File: config.mk
export PLATFORM = sky130hd
export DESIGN_NAME = ssr_status_readout
export DESIGN_NICKNAME = d
export VERILOG_FILES = /design/src/logic/ssr_time_counter.v /design/src/logic/ssr_status_readout.v
export VERILOG_INCLUDE_DIRS = /design/src /design/src/logic
export SDC_FILE = /design/constraint.sdc
export NUM_CORES = 1
export LEC_CHECK = 0
export BUFFER_PORTS_ARGS = -buffer_cell sky130_fd_sc_hd__buf_2
export CORE_UTILIZATION = 38
export DETAILED_ROUTE_END_ITERATION = 8
export GPL_ROUTABILITY_DRIVEN = 0
export PLACE_DENSITY = 0.66
export SLEW_MARGIN = 20
export SYNTH_ARGS = -nofsm -noshare
export SYNTH_HDL_FRONTEND = slang
export SYNTH_HIERARCHICAL = 1
export SYNTH_SLANG_ARGS = --single-unit
File: constraint.sdc
create_clock -name sys_clk_i -period 3.8 [get_ports sys_clk_i]
set_input_delay 0.19 -clock sys_clk_i [delete_from_list [all_inputs] [get_ports sys_clk_i]]
set_output_delay 0.19 -clock sys_clk_i [all_outputs]
set_load 0.02 [all_outputs]
File: src/logic/ssr_regs.vh
/*
 * Register map, field positions, reset values and timing constants of the sensor
 * status readout block. Assumes a 100 MHz system clock.
 */
// Summary of operation
// - Time counter bits 23..16 readable as a byte, one count is 2.56 s.
// - Power-on flag bit 0 is set after power-up and soft reset, reset value 0x01.
// - Reading the event register clears the power-on flag.
// - Reading the feature status register clears all of its set bits.
// - Feature flags at bits 7,6,5,3,2,1; bits 4 and 0 read zero.
// - Reading the data and FIFO status register clears all of its set bits.
// - Data flags at bits 7,5,1,0; all other bits read zero.
// - Step count is 32 bits over bytes 0x1E (low) to 0x21 (high).
// - Temperature byte is two's complement, one kelvin per count, 0x00 is 23 C.
// - Register 0x24 returns FIFO byte count bits 7..0.
// - Register 0x25 returns FIFO byte count bits 13..8, upper two bits zero.
// - Time counter is 24 bits, its lowest bit is 39.0625 us.
`ifndef SSR_REGS_VH
`define SSR_REGS_VH

// ----------------------------------------------------------------------------
// Register offsets
// ----------------------------------------------------------------------------
`define SSR_ADDR_TIME_HIGH      8'h1A
`define SSR_ADDR_POR_EVENT      8'h1B
`define SSR_ADDR_FEAT_STATUS    8'h1C
`define SSR_ADDR_DATA_STATUS    8'h1D
`define SSR_ADDR_STEP0          8'h1E
`define SSR_ADDR_STEP1          8'h1F
`define SSR_ADDR_STEP2          8'h20
`define SSR_ADDR_STEP3          8'h21
`define SSR_ADDR_TEMPERATURE    8'h22
`define SSR_ADDR_FIFO_LOW       8'h24
`define SSR_ADDR_FIFO_HIGH      8'h25
`define SSR_ADDR_IRQ_ENABLE     8'h30
`define SSR_ADDR_IRQ_STATUS     8'h31
`define SSR_ADDR_IRQ_CLEAR      8'h32

// ----------------------------------------------------------------------------
// Fields and reset values
// ----------------------------------------------------------------------------
`define SSR_FEAT_MASK           8'hEE
`define SSR_DATA_MASK           8'hA3
`define SSR_POR_BIT             0
`define SSR_POR_RESET           8'h01
`define SSR_ZERO                8'h00
`define SSR_FIFO_HIGH_MASK      8'h3F
`define SSR_IRQ_POR_BIT         0
`define SSR_IRQ_FEAT_BIT        1
`define SSR_IRQ_DATA_BIT        2
`define SSR_IRQ_MASK            8'h07

// ----------------------------------------------------------------------------
// Timing: time counter tick in picoseconds and cycles per tick
// ----------------------------------------------------------------------------
`define SSR_TICK_PS             39062500
`define SSR_CLK_PERIOD_PS       10000
`define SSR_TICK_CYCLES         (`SSR_TICK_PS / `SSR_CLK_PERIOD_PS)

`endif

File: src/logic/ssr_time_counter.v
/*
 * Free-running 24-bit time counter whose lowest bit is one time tick.
 * Assumes one clock; the tick length is given in clock cycles.
 */
`default_nettype none

module ssr_time_counter #(
    parameter integer TICK_CYCLES = 3906
) (
    input  wire        sys_clk_i,
    input  wire        rst_i,
    output reg  [23:0] count_o
);

    reg [31:0] prescale;

    // Fractional tick length is truncated: 39.0625 us is 3906.25 cycles
    always @(posedge sys_clk_i or posedge rst_i) begin
        if (rst_i) begin
            prescale <= 32'h0;
            count_o  <= 24'h0;
        end else if (prescale == TICK_CYCLES - 1) begin
            prescale <= 32'h0;
            count_o  <= count_o + 24'h1;
        end else begin
            prescale <= prescale + 32'h1;
        end
    end

endmodule // ssr_time_counter

`default_nettype wire

File: src/logic/ssr_status_readout.v
/*
 * Read-only status and result registers of a motion sensor: time counter high
 * byte, power-on flag, two clear-on-read interrupt status registers, step count,
 * temperature and FIFO fill level, plus a summary interrupt.
 * Assumes the producers of events and values run on sys_clk_i; event inputs are
 * one-cycle pulses or levels, each high cycle setting its flag.
 */
`include "ssr_regs.vh"
`default_nettype none

module ssr_status_readout #(
    parameter integer TICK_CYCLES = `SSR_TICK_CYCLES,
    parameter integer FIFO_CNT_W  = 14
) (
    input  wire                  sys_clk_i,
    input  wire                  rst_i,
    input  wire                  soft_reset_i,
    input  wire [7:0]            addr_i,
    input  wire [7:0]            wdata_i,
    input  wire                  wr_i,
    input  wire                  rd_i,
    output reg  [7:0]            rdata_o,
    input  wire [7:0]            feat_event_i,
    input  wire [7:0]            data_event_i,
    input  wire [31:0]           step_count_i,
    input  wire [7:0]            temperature_i,
    input  wire [FIFO_CNT_W-1:0] fifo_count_i,
    output wire [23:0]           time_count_o,
    output wire                  irq_o
);

    // ------------------------------------------------------------------------
    // State
    // ------------------------------------------------------------------------
    reg        por_flag;
    reg  [7:0] feat_status;
    reg  [7:0] data_status;
    reg  [7:0] irq_enable;
    reg  [7:0] irq_status;
    wire [7:0] feat_set;
    wire [7:0] data_set;
    wire [7:0] irq_events;
    wire [7:0] irq_clear;
    wire [15:0] fifo_wide;

    function rd_hit;
        input [7:0] addr;
        input [7:0] target;
        input       strobe;
        begin
            rd_hit = strobe && (addr == target);
        end
    endfunction

    // ------------------------------------------------------------------------
    // Time counter
    // ------------------------------------------------------------------------
    ssr_time_counter #(
        .TICK_CYCLES (TICK_CYCLES)
    ) u_time (
        .sys_clk_i (sys_clk_i),
        .rst_i     (rst_i),
        .count_o   (time_count_o)
    );

    // ------------------------------------------------------------------------
    // Clear-on-read flags
    // ------------------------------------------------------------------------
    assign feat_set = feat_event_i & `SSR_FEAT_MASK;
    assign data_set = data_event_i & `SSR_DATA_MASK;

    // Set wins over read clear so no event is dropped
    always @(posedge sys_clk_i or posedge rst_i) begin
        if (rst_i) begin
            por_flag    <= 1'b1;
            feat_status <= `SSR_ZERO;
            data_status <= `SSR_ZERO;
        end else begin
            if (soft_reset_i)
                por_flag <= 1'b1;
            else if (rd_hit(addr_i, `SSR_ADDR_POR_EVENT, rd_i))
                por_flag <= 1'b0;
            if (rd_hit(addr_i, `SSR_ADDR_FEAT_STATUS, rd_i))
                feat_status <= feat_set;
            else
                feat_status <= feat_status | feat_set;
            if (rd_hit(addr_i, `SSR_ADDR_DATA_STATUS, rd_i))
                data_status <= data_set;
            else
                data_status <= data_status | data_set;
        end
    end

    // ------------------------------------------------------------------------
    // Summary interrupt: sticky, enable, write-one-to-clear
    // ------------------------------------------------------------------------
    assign irq_events = {5'h0, |data_set, |feat_set, soft_reset_i};
    assign irq_clear  = (wr_i && addr_i == `SSR_ADDR_IRQ_CLEAR) ? wdata_i : 8'h00;

    always @(posedge sys_clk_i or posedge rst_i) begin
        if (rst_i) begin
            irq_enable <= `SSR_ZERO;
            irq_status <= `SSR_ZERO;
        end else begin
            if (wr_i && addr_i == `SSR_ADDR_IRQ_ENABLE)
                irq_enable <= wdata_i & `SSR_IRQ_MASK;
            irq_status <= (irq_status & ~irq_clear) | irq_events;
        end
    end

    assign irq_o = |(irq_status & irq_enable);

    // ------------------------------------------------------------------------
    // Read port; writes are ignored except to irq_enable (0x30) and the irq clear register (0x32)
    // ------------------------------------------------------------------------
    assign fifo_wide = {{(16-FIFO_CNT_W){1'b0}}, fifo_count_i};

    always @(posedge sys_clk_i or posedge rst_i) begin
        if (rst_i) begin
            rdata_o <= `SSR_ZERO;
        end else if (rd_i) begin
            case (addr_i)
                `SSR_ADDR_TIME_HIGH:   rdata_o <= time_count_o[23:16];
                `SSR_ADDR_POR_EVENT:   rdata_o <= {7'h0, por_flag};
                `SSR_ADDR_FEAT_STATUS: rdata_o <= feat_status;
                `SSR_ADDR_DATA_STATUS: rdata_o <= data_status;
                `SSR_ADDR_STEP0:       rdata_o <= step_count_i[7:0];
                `SSR_ADDR_STEP1:       rdata_o <= step_count_i[15:8];
                `SSR_ADDR_STEP2:       rdata_o <= step_count_i[23:16];
                `SSR_ADDR_STEP3:       rdata_o <= step_count_i[31:24];
                `SSR_ADDR_TEMPERATURE: rdata_o <= temperature_i;
                `SSR_ADDR_FIFO_LOW:    rdata_o <= fifo_wide[7:0];
                `SSR_ADDR_FIFO_HIGH:   rdata_o <= fifo_wide[15:8] & `SSR_FIFO_HIGH_MASK;
                `SSR_ADDR_IRQ_ENABLE:  rdata_o <= irq_enable;
                `SSR_ADDR_IRQ_STATUS:  rdata_o <= irq_status;
                default:               rdata_o <= `SSR_ZERO;
            endcase
        end else begin
            rdata_o <= `SSR_ZERO;
        end
    end
    // no write path exists to any status register above except irq_enable and the write-one-to-clear of irq_status

endmodule // ssr_status_readout

`default_nettype wire

==> impl_metrics.toml, run 1 <==
[clocking]
root_buffer = "clkbuf_16"
clock_latency_ns = 0.34
clk_transition_reported_paths_ns = 0.07
cts_buffers = 9
clockBufferDepth = 2
cts_tree = "built"
cts_max_level = 3
cts_sinks = 86

[worst_setup_path]
slowest_delay_ns = 0.70
worstSetupStartpointType = "register"
path_buf_inv = 1
crit_start = "u_time/prescale[1]"
crit_arrival_ns = 2.55
cp.depth = 6
crit_type = "reg -> reg"
crit_required_ns = 4.03
endpoint = "u_time/count_o[1]"
crit_path_max_fanout = 12
slowest_stage = "nor2_1"
critPathTopFamily = "simple AND/OR/NAND/NOR gates"
reg2reg_to = "u_time/count_o[1]"
rrSetupSlack_ns = 1.48
endpoint_kind = "register"
path_cells = "inv_1 -> ha_1 -> nor4b_2 -> nand4_4 -> nor2_1 -> mux2_2"
rr_worst_depth = 6
rr_startpoint = "u_time/prescale[1]"

[synth]
synth_warnings = 6
synth_edf_count = 0
yosys.area.top_type = "dfrtp_1"
netlist_top_cells_count = "dfrtp_1, xnor2_1, nand3_1"
ys_ff_latch = 86
syn_nets = 535
synthesis.area_mm2 = 0.004661
synthArstFlopShare = 1.000
netlist_instances = 441
ys.flop_type = "dfrtp_1"
synth_top_cell_area_share = 0.4564
synth.most_common_cell = "dfrtp_1"
synth_area_leaders = "dfrtp_1, xnor2_1, mux2i_1, nand3_1, nand4_1"
yosysSeqAreaShare = 0.4620
avgSynthCellArea_um2 = 10.57
yosysUniqueCellTypes = 54

[routing]
vias = 3916
drc = 1
wirelength_mm = 12.59
wl_per_cell_um = 17.76
dr.first_iter.drc_count = 372
vias_per_cell = 5.523
drtAntennaViolNets = 0
drt_first_pass_iters = 6

[pwr]
power.share.sequential = 0.466
ir_worst_vdd_mv = 0.2017
clkPwrFrac = 0.459
p_per_area_mw_per_mm2 = 346.3
p_leak_nw = 2.502
power_frac_comb = 0.075
p_int_mw = 1.527
swShare = 0.2254
switchingPower_mw = 0.4442

[sta]
setup_viol = 0
fin_setup_tns_ns = 0
skew_ns = 0.01327
rsz0062_at_grt = "no"
min_period_ns = 2.325
whs_ns = 0.04510
max-slew-margin-rel = 0.4354
period_share = 0.6118
slew_violations = 0
max_freq_mhz = 430.2
finalHoldViolCount = 0
tightestPinTransition_ns = 0.8438

[outcome]
violations = "design-rule violations"
status = "finished with violations"

[global_routing]
grt_pass1_wl_mm = 20.30
top_usage_layer = "met2"
antenna_found_initial = 0
grtUsageMet2 = 0.3440
grt_pass1_vias = 3953
grt_use_met1 = 0.2524
gr-total-overflow = 0
grt_usage = 0.2042
met3_usage = 0.04713
grt_max_degree = 57

[finish]
layout-drive-gt1-share = 0.2811
n_antenna_cell = 0
syn_to_final_growth_pct = 22.15
layout.nets = 651

[die]
ios = 124
rows = 40
core_mm2 = 0.01196
die_w_um = 112.7
die_area_mm2 = 0.01271
initial_utilization = 0.3896
fp.dieH_um = 112.7

[placement]
hpwl_mm = 9.513
port_buffers = 117

[job]
cap_viol_max_count = 0

[min_path]
hold_class = "in -> reg"
[area by class of cell]
type | instances | area [um^2]
fillers | 1131 | 6269
multi-input cells | 332 | 2401
flip-flops and latches | 86 | 2153
repair buffers | 121 | 618.1
clock buffers | 12 | 256.5
well taps | 147 | 183.9
clock inverters | 4 | 53.80
inverters | 7 | 26.28
[placed cells by master (no fill, tap or decap), types with 8 or more instances in the layout]
master,n
mux2i_1,17
a21o_1,15
xnor2_1,44
dfrtp_1,85
nand2_1,31
clkbuf_16,9
buf_2,117
nand3b_1,13
xor2_1,9
nor2_1,22
nand4_1,19
nor4_1,12
nand3_1,32
nor3_1,10
o21ai_0,8
[power by group through the flow]
stage | registers, mW | clock network, mW | logic, mW
final | 0.919 | 0.906 | 0.147
after global routing | 0.918 | 0.967 | 0.161
after CTS | 0.919 | 0.927 | 0.148
after detailed placement | 0.936 | 0 | 0.146
after global placement | 0.936 | 0 | 0.145
after floorplan | 0.935 | 0 | 0.0747
[sequential cells by signal, indices dropped and copies added (netlist names)]
register / cells
u_time/prescale: 32
u_time/count_o: 24
irq_status: 8
rdata_o: 8
feat_status: 6
data_status: 4
irq_enable: 3
por_flag: 1
[how the worst min path moves through the flow]
| stage | start | to | slack [ns] | cells past startpoint |
|---|---|---|---|---|
| 6_report | data_event_i[1] | data_status[1] | 0.05 | 2 |
| 5_1_grt | data_event_i[0] | data_status[0] | 0.04 | 2 |
| 4_1_cts | wdata_i[3] | irq_status[3] | 0.03 | 2 |
| 3_5_place_dp | rst_i | feat_status[3] | 0.33 | 2 |
| 3_3_place_gp | data_event_i[1] | data_status[1] | 0.38 | 2 |
| 2_1_floorplan | rst_i | data_status[0] | 0.28 | 1 |
[metal layers]
layer  wire [um]  vias up
li1            -     1868
met1        5297     1872
met2        6141      148
met3         785       28
met4         368        0
met5           0        -
[through the flow]
| stage | utilization | power (mW) | area (um^2) | std cells | setup slack [ns] |
|---|---|---|---|---|---|
| after floorplan | - | 1.010 | 4661 | 441 | 1.897 |
| after global placement | 0.4492 | 1.080 | 5373 | 692 | 1.333 |
| after detailed placement | 0.4492 | 1.082 | 5373 | 692 | 1.333 |
| after CTS | 0.4759 | 1.994 | 5693 | 709 | 1.415 |
| after global routing | 0.4759 | 2.047 | 5693 | 709 | 1.253 |
| final | 0.4759 | 1.971 | 5693 | 709 | 1.475 |
[what timing repair did]
item / in CTS / in global routing
hold buffers: 1 / 0
setup endpoints to repair: 0 / 0
resized for setup: 0 / 0
setup buffers: 0 / 0
endpoints found under the hold margin: 29 / 0
[logic make-up after synthesis]
family | share of synthesized area
fa+ha+maj | 0.008055
compound gates | 0.1028
xor+xnor | 0.09960
buf+inv | 0.02282
simple gates | 0.2513
flops | 0.4620
mux | 0.05342
Power figures use the tool's default switching activity.
==> run 2, diff against run 1 <==
==> constraint.sdc (replaced) <==
create_clock -name sys_clk_i -period 2.3 [get_ports sys_clk_i]
set_input_delay 0.115 -clock sys_clk_i [delete_from_list [all_inputs] [get_ports sys_clk_i]]
set_output_delay 0.115 -clock sys_clk_i [all_outputs]
set_load 0.02 [all_outputs]
==> run 2 against run 1 <==
Effect of this change:
- the run now ends clean
- combinational power up 85%
- power rose by 62%
- clock power grew 56%
- first-iteration DRC count down 20%
- flip-flop and latch count did not move
- hold slack got worse by 0.012 ns
- fmax is 13% higher
- sequential power is 65% higher
- design area is 4.7% higher
==> impl_metrics.toml, run 2 (synthesized netlist as in run 1, its figures left out) <==
[global_routing]
top_usage_layer = "met2"
grt_pass1_vias = 3860
antenna_found_initial = 0
grt_use_met1 = 0.2620
grt_pass1_wl_mm = 20.40
grt_usage = 0.2084
gr-total-overflow = 0
grtUsageMet2 = 0.3539
grt_max_degree = 31
met3_usage = 0.04499

[clocking]
cts_buffers = 9
clockBufferDepth = 2
cts_max_level = 3
clock_latency_ns = 0.34
clk_transition_reported_paths_ns = 0.07
cts_sinks = 86
root_buffer = "clkbuf_16"
postCtsSetupBuffers = 0
cts_tree = "built"

[min_path]
hold_class = "in -> reg"
min-delay-start = "wdata_i[2]"
holdPathStages = 2
min_to = "irq_enable[2]"

[die]
die_area_mm2 = 0.01271
initial_utilization = 0.3896
ios = 124
die_w_um = 112.7
rows = 40
fp.dieH_um = 112.7
core_mm2 = 0.01196

[finish]
largest_reg_flops = 32
final_cell_mix = "buf_2, dfrtp_1, xnor2_1"
layout.nets = 679
top_regs = "u_time/prescale: 32 flops, u_time/count_o: 24 flops"
layout-drive-gt1-share = 0.2881
mostFrequentLayoutCell = "buf_2"
top_register = "u_time/prescale"
syn_to_final_growth_pct = 27.89
n_antenna_cell = 0

[placement]
port_buffers = 117
hpwl_mm = 9.580

[worst_setup_path]
reg2reg_to = "u_time/count_o[10]"
crit_path_max_fanout = 7
crit_arrival_ns = 2.27
crit_type = "reg -> reg"
endpoint_kind = "register"
rr_startpoint = "u_time/prescale[18]"
worstSetupStartpointType = "register"
crit_required_ns = 2.52
rrSetupSlack_ns = 0.25
rr_worst_depth = 5

[sta]
slew_violations = 0
finalHoldViolCount = 0
fin_setup_tns_ns = 0
max_freq_mhz = 487.7
setup_viol = 0
rsz0062_at_grt = "no"
whs_ns = 0.03265
skew_ns = 0.01275
min_period_ns = 2.050
tightestPinTransition_ns = 0.6737
max-slew-margin-rel = 0.5478
period_share = 0.8915

[routing]
vias_per_cell = 5.448
drtAntennaViolNets = 0
wirelength_mm = 12.77
vias = 4015
drc = 0
wl_per_cell_um = 17.33
dr.first_iter.drc_count = 298
drt_first_pass_iters = 5

[job]
cap_viol_max_count = 0

[pwr]
p_per_area_mw_per_mm2 = 537.4
p_leak_nw = 2.630
ir_worst_vdd_mv = 0.3173

[outcome]
status = "complete, no violations"
[run 2: how the worst max path moves through the flow]
| stage | cells past startpoint | endpoint | start |
|---|---|---|---|
| after global placement | 7 | u_time/count_o[16] | u_time/prescale[1] |
| after global routing | 7 | u_time/count_o[14] | u_time/prescale[1] |
| after CTS | 5 | u_time/count_o[20] | u_time/prescale[18] |
| after detailed placement | 5 | u_time/count_o[20] | u_time/prescale[17] |
| after floorplan | 7 | u_time/count_o[17] | u_time/prescale[1] |
| final | 5 | u_time/count_o[10] | u_time/prescale[18] |
[run 2: per-stage QoR]
stage	instance area (um^2)	instances	total power, mW	utilization	worst slack, ns
after floorplan	4661	441	1.669	-	0.3969
after global placement	5480	703	1.795	0.4582	0.2761
after detailed placement	5480	703	1.797	0.4582	0.2367
after CTS	5954	737	3.254	0.4978	0.2258
after global routing	5961	737	3.339	0.4983	0.05203
final	5961	737	3.203	0.4983	0.2496
[run 2: final cells by class]
class	instances	area, um^2
flip-flops and latches	86	2153
multi-input cells	332	2407
repair buffers	149	895.9
inverters	7	26.28
fillers	1070	6001
well taps	147	183.9
clock buffers	11	252.7
clock inverters	5	41.29
[run 2: metal layers]
layer | part of all wire | routed length, um | vias up
met5 | 0 | 0 | -
met4 | 0.020 | 251 | 0
met3 | 0.061 | 783 | 23
met2 | 0.50 | 6355 | 170
met1 | 0.42 | 5383 | 1901
li1 | - | - | 1921
[run 2: critical path, stage by stage, from the launching register on]
cell	delay [ns]
dfrtp_1	0.45
nor4_2	0.41
nand4_4	0.21
nor4_4	0.53
nand3_1	0.16
xnor2_1	0.16
[run 2: report_power, final]
group          total [mW]  switching, mW  leakage (nW)  internal (mW)
Clock                1.41          0.615         0.138          0.799
Combinational       0.272          0.145          1.38          0.127
Sequential           1.52        0.00220          1.12           1.52
Total                3.20          0.762          2.63           2.44
[run 2: repair_timing]
item | 4_1_cts | 5_1_grt
setup endpoints to repair | 0 | 1
gates resized for setup | 0 | 1
hold endpoints to repair | 72 | 0
hold buffers | 18 | 0
